### config.mk
export PLATFORM = sky130hd
export DESIGN_NAME = apd_ctrl
export DESIGN_NICKNAME = d
export VERILOG_FILES = /design/src/hw/apd_sync2.v /design/src/hw/apd_ctrl.v
export VERILOG_INCLUDE_DIRS = /design/src /design/src/common
export SDC_FILE = /design/constraint.sdc
export NUM_CORES = 1
export LEC_CHECK = 0
export ABC_CLOCK_PERIOD_IN_PS = 16900
export BUFFER_PORTS_ARGS = -buffer_cell sky130_fd_sc_hd__buf_2
export CAP_MARGIN = 10
export CORE_MARGIN = 1
export CORE_UTILIZATION = 50
export CTS_CLUSTER_DIAMETER = 60
export DETAILED_ROUTE_END_ITERATION = 7
export PLACE_DENSITY = 0.81
export SLEW_MARGIN = 20
export SYNTH_ARGS = -nofsm -noshare
export SYNTH_HDL_FRONTEND = slang
export SYNTH_SLANG_ARGS = --single-unit
### constraint.sdc
create_clock -name clk_sys_in -period 16.9 [get_ports clk_sys_in]
set_input_delay 3.38 -clock clk_sys_in [delete_from_list [all_inputs] [get_ports clk_sys_in]]
set_output_delay 3.38 -clock clk_sys_in [all_outputs]
set_load 0.01 [all_outputs]
### src/common/apd_defines.vh
`ifndef APD_DEFINES_VH
`define APD_DEFINES_VH

// ****************************************************************
// register byte addresses
// ****************************************************************
`define APD_ADDR_W 8
`define APD_OFF_FRONT_CTRL 8'h00
`define APD_OFF_FRONT_CHAN 8'h04
`define APD_OFF_CONV_CTRL 8'h08
`define APD_OFF_CONV_ANA 8'h0C
`define APD_OFF_CONV_DIG 8'h10
`define APD_OFF_LANE_OFF 8'h14
`define APD_OFF_STATUS 8'h18

// ****************************************************************
// field positions
// ****************************************************************
// front control register
`define APD_FC_GLOBAL 0
`define APD_FC_QUICK 1
`define APD_FC_PREAMP 2
`define APD_FC_LOWPASS 3
`define APD_FC_W 4
// converter control register
`define APD_CC_GLOBAL 0
`define APD_CC_SERDIS 1
`define APD_CC_W 2
// status register
`define APD_ST_GPIN 0
`define APD_ST_QPIN 1
`define APD_ST_FREF 2
`define APD_ST_PHASE 3
`define APD_ST_TGC 4
`define APD_ST_CREF 5
`define APD_ST_PLL 6
`define APD_ST_FCLK 7
`define APD_ST_W 8

// ****************************************************************
// reset values: everything powered up
// ****************************************************************
`define APD_RST_FC 4'h0
`define APD_RST_CC 2'h0
`define APD_RST_CHAN 16'h0000
`define APD_RST_DATA 32'h0000_0000

`endif

### src/hw/apd_sync2.v
`timescale 1ns/1ns

// ****************************************************************
// two-stage synchroniser for asynchronous pin levels
// ****************************************************************
module apd_sync2 #(
    parameter WIDTH = 2
) (
    input wire clk_sys_in,
    input wire rst_in,
    input wire [WIDTH-1:0] async_in,
    output wire [WIDTH-1:0] sync_out
);
    reg [WIDTH-1:0] meta_ff; // first stage, read only by stage two
    reg [WIDTH-1:0] sync_ff; // second stage, safe for logic

    // both stages clear to zero, meaning no power-down requested
    always @(posedge clk_sys_in or posedge rst_in) begin
        if (rst_in) begin
            meta_ff <= {WIDTH{1'b0}};
            sync_ff <= {WIDTH{1'b0}};
        end else begin
            meta_ff <= async_in;
            sync_ff <= meta_ff;
        end
    end

    assign sync_out = sync_ff;
endmodule // apd_sync2

### src/hw/apd_ctrl.v
`timescale 1ns/1ns
`include "apd_defines.vh"

module apd_ctrl #(
    parameter NCH = 16
) (
    input wire clk_sys_in,
    input wire rst_in,
    // apb slave
    input wire psel_in,
    input wire penable_in,
    input wire pwrite_in,
    input wire [`APD_ADDR_W-1:0] paddr_in,
    input wire [31:0] pwdata_in,
    input wire [3:0] pstrb_in,
    output wire pready_out,
    output wire pslverr_out,
    output wire [31:0] prdata_out,
    // board power-down pins, active high, asynchronous
    input wire global_shutdown_pin_in,
    input wire quick_sleep_pin_in,
    // front end section enables, high = powered down
    output wire [NCH-1:0] fe_preamp_pd_out,
    output wire [NCH-1:0] fe_lowpass_pd_out,
    output wire [NCH-1:0] fe_mixer_pd_out,
    output wire [NCH-1:0] fe_xpoint_pd_out,
    output wire fe_ref_pd_out,
    output wire fe_phase_pd_out,
    output wire fe_tgc_pd_out,
    // front end blocks that never power down, high = powered up
    output wire fe_bandgap_on_out,
    output wire fe_serial_if_on_out,
    output wire [NCH-1:0] fe_atten_on_out,
    // converter section enables, high = powered down
    output wire [NCH-1:0] cv_analog_pd_out,
    output wire [NCH-1:0] cv_digital_pd_out,
    output wire [NCH-1:0] cv_lane_pd_out,
    output wire cv_fclk_pd_out,
    output wire cv_refclk_pd_out,
    output wire cv_pll_pd_out,
    // converter blocks that never power down
    output wire cv_bandgap_on_out,
    output wire cv_serial_if_on_out
);

    // ****************************************************************
    // functions
    // ****************************************************************

    // byte-lane merge of a write into a stored word
    function [31:0] apd_merge;
        input [31:0] old_val;
        input [31:0] new_val;
        input [3:0] strb;
        integer i;
        begin
            apd_merge = old_val;
            for (i = 0; i < 4; i = i + 1) begin
                if (strb[i]) begin
                    apd_merge[i*8 +: 8] = new_val[i*8 +: 8];
                end
            end
        end
    endfunction

    // true when the address names a mapped register
    function apd_mapped;
        input [`APD_ADDR_W-1:0] addr;
        begin
            case (addr)
                `APD_OFF_FRONT_CTRL: apd_mapped = 1'b1;
                `APD_OFF_FRONT_CHAN: apd_mapped = 1'b1;
                `APD_OFF_CONV_CTRL: apd_mapped = 1'b1;
                `APD_OFF_CONV_ANA: apd_mapped = 1'b1;
                `APD_OFF_CONV_DIG: apd_mapped = 1'b1;
                `APD_OFF_LANE_OFF: apd_mapped = 1'b1;
                `APD_OFF_STATUS: apd_mapped = 1'b1;
                default: apd_mapped = 1'b0;
            endcase
        end
    endfunction

    // ****************************************************************
    // pin synchronisers
    // ****************************************************************
    wire [1:0] pin_sync; // {quick, global} after two flip-flops

    // pins are board levels with no relation to our clock
    apd_sync2 #(
        .WIDTH(2)
    ) u_pin_sync (
        .clk_sys_in(clk_sys_in),
        .rst_in(rst_in),
        .async_in({quick_sleep_pin_in, global_shutdown_pin_in}),
        .sync_out(pin_sync)
    );

    wire gpin = pin_sync[0]; // synchronised global shutdown pin
    wire qpin = pin_sync[1]; // synchronised quick sleep pin

    // ****************************************************************
    // configuration registers
    // ****************************************************************
    reg [`APD_FC_W-1:0] front_ctrl_ff; // global, quick, preamp, lowpass
    reg [NCH-1:0] front_channel_off_bits_ff; // per channel front off
    reg [`APD_CC_W-1:0] conv_ctrl_ff; // global, serial disable
    reg [NCH-1:0] conv_analog_channel_off_ff; // per channel analog off
    reg [NCH-1:0] conv_digital_channel_off_ff; // per channel digital off
    reg [NCH-1:0] lane_serializer_off_ff; // per lane serializer off
    reg [31:0] prdata_ff; // read data captured in setup phase
    wire [31:0] wr_word; // write data merged over the addressed stored word

    wire setup_ph = psel_in & ~penable_in; // first cycle of a transfer
    wire access_ph = psel_in & penable_in; // completing cycle
    wire wr_en = access_ph & pwrite_in & apd_mapped(paddr_in); // write strobe

    // decoded register bits
    wire front_global_off_bit = front_ctrl_ff[`APD_FC_GLOBAL];
    wire front_quick_sleep_bit = front_ctrl_ff[`APD_FC_QUICK];
    wire preamp_off_bit = front_ctrl_ff[`APD_FC_PREAMP];
    wire lowpass_off_bit = front_ctrl_ff[`APD_FC_LOWPASS];
    wire conv_global_off_bit = conv_ctrl_ff[`APD_CC_GLOBAL];
    wire serial_out_disable_bit = conv_ctrl_ff[`APD_CC_SERDIS];

    // ****************************************************************
    // register writes, taken at the completing apb edge only
    // ****************************************************************
    always @(posedge clk_sys_in or posedge rst_in) begin
        if (rst_in) begin
            front_ctrl_ff <= `APD_RST_FC;
            front_channel_off_bits_ff <= `APD_RST_CHAN;
            conv_ctrl_ff <= `APD_RST_CC;
            conv_analog_channel_off_ff <= `APD_RST_CHAN;
            conv_digital_channel_off_ff <= `APD_RST_CHAN;
            lane_serializer_off_ff <= `APD_RST_CHAN;
        end else if (wr_en) begin
            case (paddr_in)
                // bits written here power down alongside the pins
                `APD_OFF_FRONT_CTRL: begin
                    front_ctrl_ff <= wr_word[`APD_FC_W-1:0];
                end
                `APD_OFF_FRONT_CHAN: begin
                    front_channel_off_bits_ff <= wr_word[NCH-1:0];
                end
                `APD_OFF_CONV_CTRL: begin
                    conv_ctrl_ff <= wr_word[`APD_CC_W-1:0];
                end
                `APD_OFF_CONV_ANA: begin
                    conv_analog_channel_off_ff <= wr_word[NCH-1:0];
                end
                `APD_OFF_CONV_DIG: begin
                    conv_digital_channel_off_ff <= wr_word[NCH-1:0];
                end
                `APD_OFF_LANE_OFF: begin
                    lane_serializer_off_ff <= wr_word[NCH-1:0];
                end
                // status is read only, writes are dropped
                default: begin
                    front_ctrl_ff <= front_ctrl_ff;
                end
            endcase
        end
    end

    // ****************************************************************
    // power-down decode, combinational next values
    // ****************************************************************
    reg [NCH-1:0] nxt_preamp;
    reg [NCH-1:0] nxt_lowpass;
    reg [NCH-1:0] nxt_mixer;
    reg [NCH-1:0] nxt_xpoint;
    reg [NCH-1:0] nxt_analog;
    reg [NCH-1:0] nxt_digital;
    reg [NCH-1:0] nxt_lane;
    reg nxt_fref;
    reg nxt_phase;
    reg nxt_tgc;
    reg nxt_fclk;
    reg nxt_refclk;
    reg nxt_pll;

    wire fe_all = gpin | front_global_off_bit; // front global off
    wire fe_quick = qpin | front_quick_sleep_bit; // pin high or bit set
    wire cv_all = gpin | conv_global_off_bit; // converter global off
    wire cv_quick = qpin; // converter has no quick sleep bit

    // shared blocks: every control that lists a block is ORed
    always @* begin
        nxt_fref = fe_all; // quick sleep leaves reference up
        nxt_phase = fe_all; // quick sleep leaves phase generator up
        nxt_tgc = fe_all | fe_quick;
        nxt_fclk = cv_all | serial_out_disable_bit; // not quick
        nxt_refclk = cv_all; // reference and clock buffer
        nxt_pll = cv_all; // pll keeps running in quick sleep
    end

    // per channel blocks, one slice per channel
    genvar ch;
    generate
        for (ch = 0; ch < NCH; ch = ch + 1) begin : g_chan
            // own channel bit only touches this slice
            always @* begin
                nxt_preamp[ch] = fe_all | fe_quick | front_channel_off_bits_ff[ch]
                    | preamp_off_bit;
                nxt_lowpass[ch] = fe_all | fe_quick | front_channel_off_bits_ff[ch]
                    | lowpass_off_bit;
                nxt_mixer[ch] = fe_all | fe_quick | front_channel_off_bits_ff[ch];
                nxt_xpoint[ch] = fe_all | fe_quick | front_channel_off_bits_ff[ch];
                nxt_analog[ch] = cv_all | cv_quick
                    | conv_analog_channel_off_ff[ch];
                nxt_digital[ch] = cv_all | cv_quick
                    | conv_digital_channel_off_ff[ch];
                nxt_lane[ch] = cv_all | cv_quick | serial_out_disable_bit
                    | lane_serializer_off_ff[ch];
            end
        end
    endgenerate

    // ****************************************************************
    // registered power-down enables
    // ****************************************************************
    reg [NCH-1:0] preamp_pd_ff;
    reg [NCH-1:0] lowpass_pd_ff;
    reg [NCH-1:0] mixer_pd_ff;
    reg [NCH-1:0] xpoint_pd_ff;
    reg [NCH-1:0] analog_pd_ff;
    reg [NCH-1:0] digital_pd_ff;
    reg [NCH-1:0] lane_pd_ff;
    reg fref_pd_ff;
    reg phase_pd_ff;
    reg tgc_pd_ff;
    reg fclk_pd_ff;
    reg refclk_pd_ff;
    reg pll_pd_ff;

    // a flop stage keeps decode glitches off the analog enables
    always @(posedge clk_sys_in or posedge rst_in) begin
        if (rst_in) begin
            preamp_pd_ff <= `APD_RST_CHAN;
            lowpass_pd_ff <= `APD_RST_CHAN;
            mixer_pd_ff <= `APD_RST_CHAN;
            xpoint_pd_ff <= `APD_RST_CHAN;
            analog_pd_ff <= `APD_RST_CHAN;
            digital_pd_ff <= `APD_RST_CHAN;
            lane_pd_ff <= `APD_RST_CHAN;
            fref_pd_ff <= 1'b0;
            phase_pd_ff <= 1'b0;
            tgc_pd_ff <= 1'b0;
            fclk_pd_ff <= 1'b0;
            refclk_pd_ff <= 1'b0;
            pll_pd_ff <= 1'b0;
        end else begin
            preamp_pd_ff <= nxt_preamp;
            lowpass_pd_ff <= nxt_lowpass;
            mixer_pd_ff <= nxt_mixer;
            xpoint_pd_ff <= nxt_xpoint;
            analog_pd_ff <= nxt_analog;
            digital_pd_ff <= nxt_digital;
            lane_pd_ff <= nxt_lane;
            fref_pd_ff <= nxt_fref;
            phase_pd_ff <= nxt_phase;
            tgc_pd_ff <= nxt_tgc;
            fclk_pd_ff <= nxt_fclk;
            refclk_pd_ff <= nxt_refclk;
            pll_pd_ff <= nxt_pll;
        end
    end

    // ****************************************************************
    // read path
    // ****************************************************************
    reg [31:0] nxt_rdata; // word selected by the address
    wire [`APD_ST_W-1:0] status_word; // live block state

    assign status_word = {fclk_pd_ff, pll_pd_ff, refclk_pd_ff, tgc_pd_ff,
        phase_pd_ff, fref_pd_ff, qpin, gpin};
    // read mux gives the old word for byte merging
    assign wr_word = apd_merge(nxt_rdata, pwdata_in, pstrb_in);

    // narrow registers read with zeros above
    always @* begin
        case (paddr_in)
            `APD_OFF_FRONT_CTRL: nxt_rdata = {{(32-`APD_FC_W){1'b0}}, front_ctrl_ff};
            `APD_OFF_FRONT_CHAN: nxt_rdata = {{(32-NCH){1'b0}}, front_channel_off_bits_ff};
            `APD_OFF_CONV_CTRL: nxt_rdata = {{(32-`APD_CC_W){1'b0}}, conv_ctrl_ff};
            `APD_OFF_CONV_ANA: nxt_rdata = {{(32-NCH){1'b0}}, conv_analog_channel_off_ff};
            `APD_OFF_CONV_DIG: nxt_rdata = {{(32-NCH){1'b0}}, conv_digital_channel_off_ff};
            `APD_OFF_LANE_OFF: nxt_rdata = {{(32-NCH){1'b0}}, lane_serializer_off_ff};
            `APD_OFF_STATUS: nxt_rdata = {{(32-`APD_ST_W){1'b0}}, status_word};
            default: nxt_rdata = `APD_RST_DATA;
        endcase
    end

    // read data is sampled in the setup cycle so it comes from a flop
    always @(posedge clk_sys_in or posedge rst_in) begin
        if (rst_in) begin
            prdata_ff <= `APD_RST_DATA;
        end else if (setup_ph) begin
            prdata_ff <= nxt_rdata;
        end
    end

    // zero wait states; unmapped addresses answer with an error
    assign pready_out = 1'b1;
    assign pslverr_out = access_ph & ~apd_mapped(paddr_in);
    assign prdata_out = prdata_ff;

    // ****************************************************************
    // outputs
    // ****************************************************************
    assign fe_preamp_pd_out = preamp_pd_ff;
    assign fe_lowpass_pd_out = lowpass_pd_ff;
    assign fe_mixer_pd_out = mixer_pd_ff;
    assign fe_xpoint_pd_out = xpoint_pd_ff;
    assign fe_ref_pd_out = fref_pd_ff;
    assign fe_phase_pd_out = phase_pd_ff;
    assign fe_tgc_pd_out = tgc_pd_ff;
    assign cv_analog_pd_out = analog_pd_ff;
    assign cv_digital_pd_out = digital_pd_ff;
    assign cv_lane_pd_out = lane_pd_ff;
    assign cv_fclk_pd_out = fclk_pd_ff;
    assign cv_refclk_pd_out = refclk_pd_ff;
    assign cv_pll_pd_out = pll_pd_ff;

    // no control reaches these, they stay on even in reset
    assign fe_bandgap_on_out = 1'b1;
    assign fe_serial_if_on_out = 1'b1;
    assign fe_atten_on_out = {NCH{1'b1}};
    assign cv_bandgap_on_out = 1'b1;
    assign cv_serial_if_on_out = 1'b1;
endmodule // apd_ctrl

==> metrics, run 1 <==
clk sinks 190; ranking of synthesized cells by area dfrtp_1, buf_4, mux2_2, or3_1, nand2_1; Critical Path RT 13520 ps; Worst Hold Class reg -> reg; area delta synth->final 16.6%; first-pass GRT wire length 29000 um; Clock Path Buffers 2; WL/cell 18.0 um; warnings from Yosys 0; buffers added on ports 167; Clock power frac 45.6%; post-placement setup slack 8960 ps; clk_skew 7.64 ps; Setup CP Type in -> out; Congestion Overflow GR 0; placed wire-length estimate 12600 um; die height 129 um; Worst EP arrival 4560 ps; Cells after Synth 685; Critical Path End Type output port; final hold vios 0; part of the power in registers 48.5%; element type at the critical path start primary input; Power Internal 0.754 mW; CTS HTree Levels 4; sw frac 21.6%; setup TNS 0 ps; status finished, final reports clean; Final setup viols 0; pin count of the biggest net entering global routing 124; Rel. slew slack 43.1%; CTS clk-pin slew, worst paths 70 ps; core area 15400 um^2; die area 16500 um^2; initial antenna violation count 1; FMAX 126 MHz; row count 45; DRC viols 0; most common flop cell mapped by yosys dfrtp_1; Clock Root Buffer clkbuf_16; top cell type's share of synthesized area 59.4%; Leakage 4.08 nW; post-route setup slack 8960 ps; total CTS buffers 17; minimum clock period 7940 ps; Routed WL 18700 um; period utilization 47.0%; via count 5531; vias in the first global route 5185; syn avg cell area 11.7 um^2; Yosys reg bits 190; Post-CTS Setup Bufs 0; Post-CTS Resized 0; most frequent cell after synthesis dfrtp_1; I/O pin count 223; Post-synth EDFFs 0; leading area contributor after synthesis dfrtp_1; worst-margin pin slew 851 ps; PwrDens 103 nW/um^2; asr flop ratio synth 100%; CTS Hold Bufs 0; dpl cells 1009; synth cell count leaders dfrtp_1, buf_4, nand2_1; Netlist cell types 54; vias per cell 5.31; VDD IR max 0.0745 mV; Die Wd 129 um; Initial DRC Count 491; Netlist Area Pre-Place 8000 um^2; Initial Util 51.9%; fin nets 868; CTS tree built; Gate power share 5.9%; antenna-violating nets left 0; DRT Pass-1 Iters 5; CP Max Fanout 11; Final GP Congestion 0.840; Non-Filler Instances 1041; switching power 0.208 mW; max-slew violation count 0; layout cells sized above 1 34.5%; GR Util All Layers 23.7%; Skew-Pair Late Insertion Delay 430 ps; RSZ-0062 raised after global routing no; post-synthesis sequential area ratio 59.4%; max-cap viol count 0
[critical path: stages]
cell,delay (ps)
buf_2,140
or3_4,490
nor3_1,230
a21oi_1,140
buf_2,160
[area by class of cell]
class | instances | area, um^2
Antenna cell | 1 | 2.50
Multi-Input combinational cell | 428 | 2750
Timing Repair Buffer | 170 | 858
Clock buffer | 22 | 474
Fill cell | 1284 | 6090
Tap cell | 211 | 264
Inverter | 10 | 45.0
Sequential cell | 190 | 4750
Clock inverter | 9 | 183
[layout by cell type (no fill, tap or decap), types with 17 or more instances in the layout]
| cell | synthesis | final |
|---|---|---|
| buf_2 | 10 | 167 |
| clkbuf_16 | 0 | 17 |
| conb_1 | 2 | 37 |
| dfrtp_1 | 190 | 190 |
| mux2_2 | 34 | 34 |
| nand2_1 | 56 | 56 |
| nor2_1 | 31 | 31 |
| o21ai_0 | 23 | 23 |
| or2_2 | 32 | 32 |
| or3_1 | 51 | 51 |
[power by group through the flow]
| stage | registers [mW] | clock network [mW] | logic (mW) |
|---|---|---|---|
| after global placement | 0.475 | 0 | 0.0562 |
| after detailed placement | 0.475 | 0 | 0.0568 |
| after global routing | 0.467 | 0.463 | 0.0628 |
| final | 0.467 | 0.438 | 0.0569 |
| after CTS | 0.466 | 0.444 | 0.0570 |
| after floorplan | 0.477 | 0 | 0.0395 |
[flip-flops by register name (all words and copies together), names as in the netlist, 4 cells and up]
signal                       cells
conv_analog_channel_off_ff      16
conv_digital_channel_off_ff     16
cv_lane_pd_out                  16
prdata_out                      16
fe_xpoint_pd_out                16
fe_lowpass_pd_out               16
cv_analog_pd_out                16
front_ctrl_ff                    4
lane_serializer_off_ff          16
fe_preamp_pd_out                16
cv_digital_pd_out               16
front_channel_off_bits_ff       16
[cell families after synthesis]
| kind of cell | count (synthesis) | synth area share (%) |
|---|---|---|
| flops | 190 | 59.4 |
| buf+inv | 102 | 7.90 |
| simple gates | 233 | 16.6 |
| other cells | 2 | 0.0939 |
| compound gates | 109 | 9.37 |
| mux | 49 | 6.66 |
[routing by layer]
layer,GRT usage [%],vias up,wire length (um)
li1,-,2545,-
met1,33.0,2724,8550
met2,36.6,240,8700
met3,5.41,22,1160
met4,8.58,0,289
met5,0,-,0
[stage by stage]
stage	area (um^2)	total power, mW	utilization, %	hold WS [ps]
6_report	9330	0.962	60.5	358
5_1_grt	9330	0.993	60.5	376
4_1_cts	9320	0.967	60.4	359
3_5_place_dp	8670	0.532	56.2	342
3_3_place_gp	8670	0.531	56.2	334
2_1_floorplan	8130	0.517	-	331
[path summary, 6_finish.rpt]
path	to	startpoint	slack, ps	cells past startpoint
worst max-delay path	pslverr_out	paddr_in[5]	8960	5
worst min-delay path	u_pin_sync.sync_out[1]	u_pin_sync.meta_ff[1]	360	0
worst max register to register	fe_lowpass_pd_out[14]	u_pin_sync.sync_out[0]	14390	4
worst min register to register	u_pin_sync.sync_out[1]	u_pin_sync.meta_ff[1]	360	0
max in group asynchronous	conv_analog_channel_off_ff[0]	rst_in	12380	3
min in group asynchronous	fe_lowpass_pd_out[0]	rst_in	3080	2
(Power assumes the default switching activity.)
==> inputs of run 2 (changes only) <==
--- a/config.mk
+++ b/config.mk
@@ -6,7 +6,7 @@
 export SDC_FILE = /design/constraint.sdc
 export NUM_CORES = 1
 export LEC_CHECK = 0
-export ABC_CLOCK_PERIOD_IN_PS = 16900
+export ABC_CLOCK_PERIOD_IN_PS = 8000
 export BUFFER_PORTS_ARGS = -buffer_cell sky130_fd_sc_hd__buf_2
 export CAP_MARGIN = 10
 export CORE_MARGIN = 1
==> constraint.sdc (replaced) <==
create_clock -name clk_sys_in -period 8 [get_ports clk_sys_in]
set_input_delay 1.6 -clock clk_sys_in [delete_from_list [all_inputs] [get_ports clk_sys_in]]
set_output_delay 1.6 -clock clk_sys_in [all_outputs]
set_load 0.01 [all_outputs]
==> metrics, run 2 (same netlist as run 1, synthesis figures left out) <==
Routed WL 18700 um; Critical Path End Type output port; minimum clock period 4410 ps; total CTS buffers 17; Leakage 4.03 nW; post-route setup slack 3590 ps; period utilization 55.2%; Congestion Overflow GR 0; Skew-Pair Late Insertion Delay 430 ps; reg2reg path depth 4; status finished, final reports clean; Die Wd 129 um; Worst Hold Class reg -> reg; buffers added on ports 167; Post-CTS Resized 0; most frequent cells in the layout dfrtp_1, buf_2, nand2_1; CTS Hold Bufs 0; Reg2Reg Setup Slack 5550 ps; Critical Path RT 6400 ps; CTS tree built; core area 15400 um^2; die height 129 um; RSZ-0062 raised after global routing no; area delta synth->final 15.8%; Final GP Congestion 0.835; post-placement setup slack 3650 ps; I/O pin count 223; Final Power 1.93 mW; row count 45; WHS Path Cells 0; layout cells sized above 1 34.4%; Post-CTS Setup Bufs 0; max-cap viol count 0; Initial Util 51.9%; Reg-to-Reg Start u_pin_sync.sync_out[0]; clk sinks 190; fin nets 869; Hold Crit Start u_pin_sync.meta_ff[1]; via count 5578; Clock Path Buffers 2; Final setup viols 0; initial antenna violation count 2; pin count of the biggest net entering global routing 72; CTS clk-pin slew, worst paths 70 ps; Clock Root Buffer clkbuf_16; vias per cell 5.34; final design utilization 60.0%; vias in the first global route 5328; max-slew violation count 0; CTS HTree Levels 4; clk_skew 13.7 ps; VDD IR max 0.155 mV; WL/cell 17.9 um; DRC viols 0; Worst EP arrival 2810 ps; WHS Endpoint u_pin_sync.sync_out[1]; FMAX 227 MHz; first-pass GRT wire length 29200 um; final hold vios 0; worst r2r dst fe_lowpass_pd_out[12]; placed wire-length estimate 12600 um; Rel. slew slack 39.7%; Initial DRC Count 561; CP Max Fanout 11; GR Util All Layers 23.7%; die area 16500 um^2; worst-margin pin slew 902 ps; Setup CP Type in -> out; PwrDens 208 nW/um^2; antenna-violating nets left 0; element type at the critical path start primary input; DRT Pass-1 Iters 5; commonest non-fill, non-tap cell in the layout dfrtp_1; setup TNS 0 ps
==> run 2: cell count changes in the layout (fill, tap and decap cells not counted) <==
cell | before | now
clkinvlp_4 | 2 | 5
clkbuf_1 | 2 | 4
clkbuf_8 | 3 | 2
bufinv_16 | 5 | 2
diode_2 | 1 | 2
buf_4 | 3 | 4
inv_8 | 1 | 0
clkinv_2 | 0 | 1
==> run 2: how the worst max path moves through the flow <==
stage / start / cells after the start / slack (ps) / end
after global placement: paddr_in[5] / 5 / 3660 / pslverr_out
after CTS: paddr_in[5] / 5 / 3640 / pslverr_out
after global routing: paddr_in[5] / 5 / 3540 / pslverr_out
after detailed placement: paddr_in[5] / 5 / 3650 / pslverr_out
after floorplan: rst_in / 1 / 1230 / conv_analog_channel_off_ff[0]
final: paddr_in[5] / 5 / 3590 / pslverr_out
==> run 2: area by class of cell <==
cell class / instances / area (um^2)
sequential: 190 / 4750
inverter: 10 / 42.5
timing repair buffer: 171 / 866
tap: 211 / 264
clock buffer: 23 / 468
fill: 1320 / 6160
clock inverter: 9 / 111
multi-input combinational: 428 / 2750
antenna: 2 / 5.00
==> run 2: power by group <==
part	total, mW	internal (mW)	switching (mW)	leakage [nW]
Clock	0.822	0.477	0.345	0.266
Sequential	0.986	0.977	0.00911	2.17
Combinational	0.120	0.0367	0.0829	1.59
==> run 2: through the flow <==
step / area [um^2] / hold slack [ps] / instances
floorplan: 8130 / 331 / 720
detailed placement: 8670 / 336 / 1010
CTS: 9250 / 352 / 1042
global placement: 8670 / 334 / 1010
global route: 9260 / 363 / 1043
finish: 9260 / 349 / 1044
==> run 2: layer usage <==
layer  wire length, um  global-route usage (%)  vias up
li1                  -                       -     2552
met1              8280                    32.6     2728
met2              8580                    36.1      266
met3              1380                    5.03       32
met4               479                    11.1        0
met5                 0                       0        -
==> run 2: critical path: stages <==
cell and delay [ps]:
buf_2 140, or3_4 500, nor3_1 250, a21oi_1 160, buf_2 170
==> inputs of run 3 (changes only) <==
--- a/config.mk
+++ b/config.mk
@@ -6,14 +6,14 @@
 export SDC_FILE = /design/constraint.sdc
 export NUM_CORES = 1
 export LEC_CHECK = 0
-export ABC_CLOCK_PERIOD_IN_PS = 8000
+export ABC_CLOCK_PERIOD_IN_PS = 3700
 export BUFFER_PORTS_ARGS = -buffer_cell sky130_fd_sc_hd__buf_2
 export CAP_MARGIN = 10
 export CORE_MARGIN = 1
-export CORE_UTILIZATION = 50
+export CORE_UTILIZATION = 47
 export CTS_CLUSTER_DIAMETER = 60
 export DETAILED_ROUTE_END_ITERATION = 7
-export PLACE_DENSITY = 0.81
+export PLACE_DENSITY = 0.8
 export SLEW_MARGIN = 20
 export SYNTH_ARGS = -nofsm -noshare
 export SYNTH_HDL_FRONTEND = slang
==> constraint.sdc (replaced) <==
create_clock -name clk_sys_in -period 3.7 [get_ports clk_sys_in]
set_input_delay 0.74 -clock clk_sys_in [delete_from_list [all_inputs] [get_ports clk_sys_in]]
set_output_delay 0.74 -clock clk_sys_in [all_outputs]
set_load 0.01 [all_outputs]
==> metrics, run 3 (same netlist as run 1, synthesis figures left out) <==
Finished Cell Area 9410 um^2; Rel. slew slack 40.4%; DRT Pass-1 Iters 5; most frequent cells in the layout dfrtp_1, buf_2, nand2_1; setup TNS 0 ps; post-route setup slack 860 ps; Final GP Congestion 0.884; worst hold slack 349 ps; Final Power 4.31 mW; die area 17500 um^2; Die Wd 132 um; Congestion Overflow GR 0; Post-CTS Resized 0; Worst EP arrival 2100 ps; area delta synth->final 17.6%; final design utilization 56.8%; Post-CTS Setup Bufs 0; Clock Root Buffer clkbuf_16; layout cells sized above 1 35.3%; CTS Hold Bufs 0; die height 132 um; dpl cells 1027; core area 16600 um^2; antenna-violating nets left 0; Post-DP Area 8780 um^2; clk_skew 10.7 ps; area occupied by multi-input gates 2750 um^2; CTS tree built; Critical Path RT 2960 ps; minimum clock period 2840 ps; max-slew violation count 0; GR Util All Layers 22.4%; row count 47; Register Area 4750 um^2; vias in the first global route 5425; via count 5601; Routed WL 18800 um; Final setup viols 0; placed wire-length estimate 13100 um; status finished, final reports clean; buffers added on ports 167; Clock Path Buffers 2; period utilization 76.8%; Critical Path End Type output port; CP Max Fanout 11; CTS HTree Levels 4; initial antenna violation count 3; post-placement setup slack 899 ps; max-cap viol count 0; PwrDens 458 nW/um^2; first-pass GRT wire length 29500 um; DRC viols 0; commonest non-fill, non-tap cell in the layout dfrtp_1; Non-Filler Instances 1061; clk sinks 190; Initial DRC Count 407; FMAX 352 MHz; RSZ-0062 raised after global routing no; total CTS buffers 17; Skew-Pair Late Insertion Delay 430 ps; I/O pin count 223; CTS clk-pin slew, worst paths 60 ps; pin count of the biggest net entering global routing 58; Filler cells 1422; VDD IR max 0.332 mV; Worst Hold Class reg -> reg; Leakage 4.12 nW; WL/cell 17.7 um; fin nets 877; Initial Util 48.2%; final hold vios 0; element type at the critical path start primary input; vias per cell 5.28; Setup CP Type in -> out; worst-margin pin slew 892 ps
run 3: cell count changes in the layout (fill, tap and decap cells not counted), sizes merged:
cell / previous run / this run
bufinv: 2 / 4
clkbuf: 23 / 20
buf: 171 / 179
clkinvlp: 5 / 2
clkinv: 3 / 7
run 3: path summary, 6_finish.rpt:
path	from	to	slack (ps)	cells past startpoint
worst min-delay path	u_pin_sync.meta_ff[1]	u_pin_sync.sync_out[1]	350	0
min in group asynchronous	rst_in	fe_preamp_pd_out[0]	500	2
worst max register to register	u_pin_sync.sync_out[0]	fe_preamp_pd_out[7]	1190	4
max in group asynchronous	rst_in	cv_digital_pd_out[15]	2440	3
worst min register to register	u_pin_sync.meta_ff[1]	u_pin_sync.sync_out[1]	350	0
worst max-delay path	paddr_in[5]	pslverr_out	860	5
run 3: area by class of cell:
class	instances	share of cell area, %
clock inverters	12	1.77
clock buffers	20	4.85
flip-flops and latches	190	50.5
repair buffers	179	10.2
multi-input cells	428	29.2
diodes	2	0.0532
well taps	220	2.92
inverters	10	0.439
run 3: power by group:
group          internal, mW  switching (mW)  total, mW
clock network          1.16           0.746       1.91
logic                0.0880           0.182      0.270
registers              2.11          0.0184       2.13
total                  3.36           0.947       4.31
run 3: worst max-delay path: stages:
cell	delay [ps]
buf_2	140
or3_4	490
nor3_1	420
a21oi_1	130
buf_2	170
run 3: layer usage:
layer	part of all wire [%]	vias up	track usage (%)
li1	-	2567	-
met1	44	2730	31.2
met2	46	271	33.3
met3	7.6	33	5.98
met4	2.4	0	9.00
met5	0	-	0
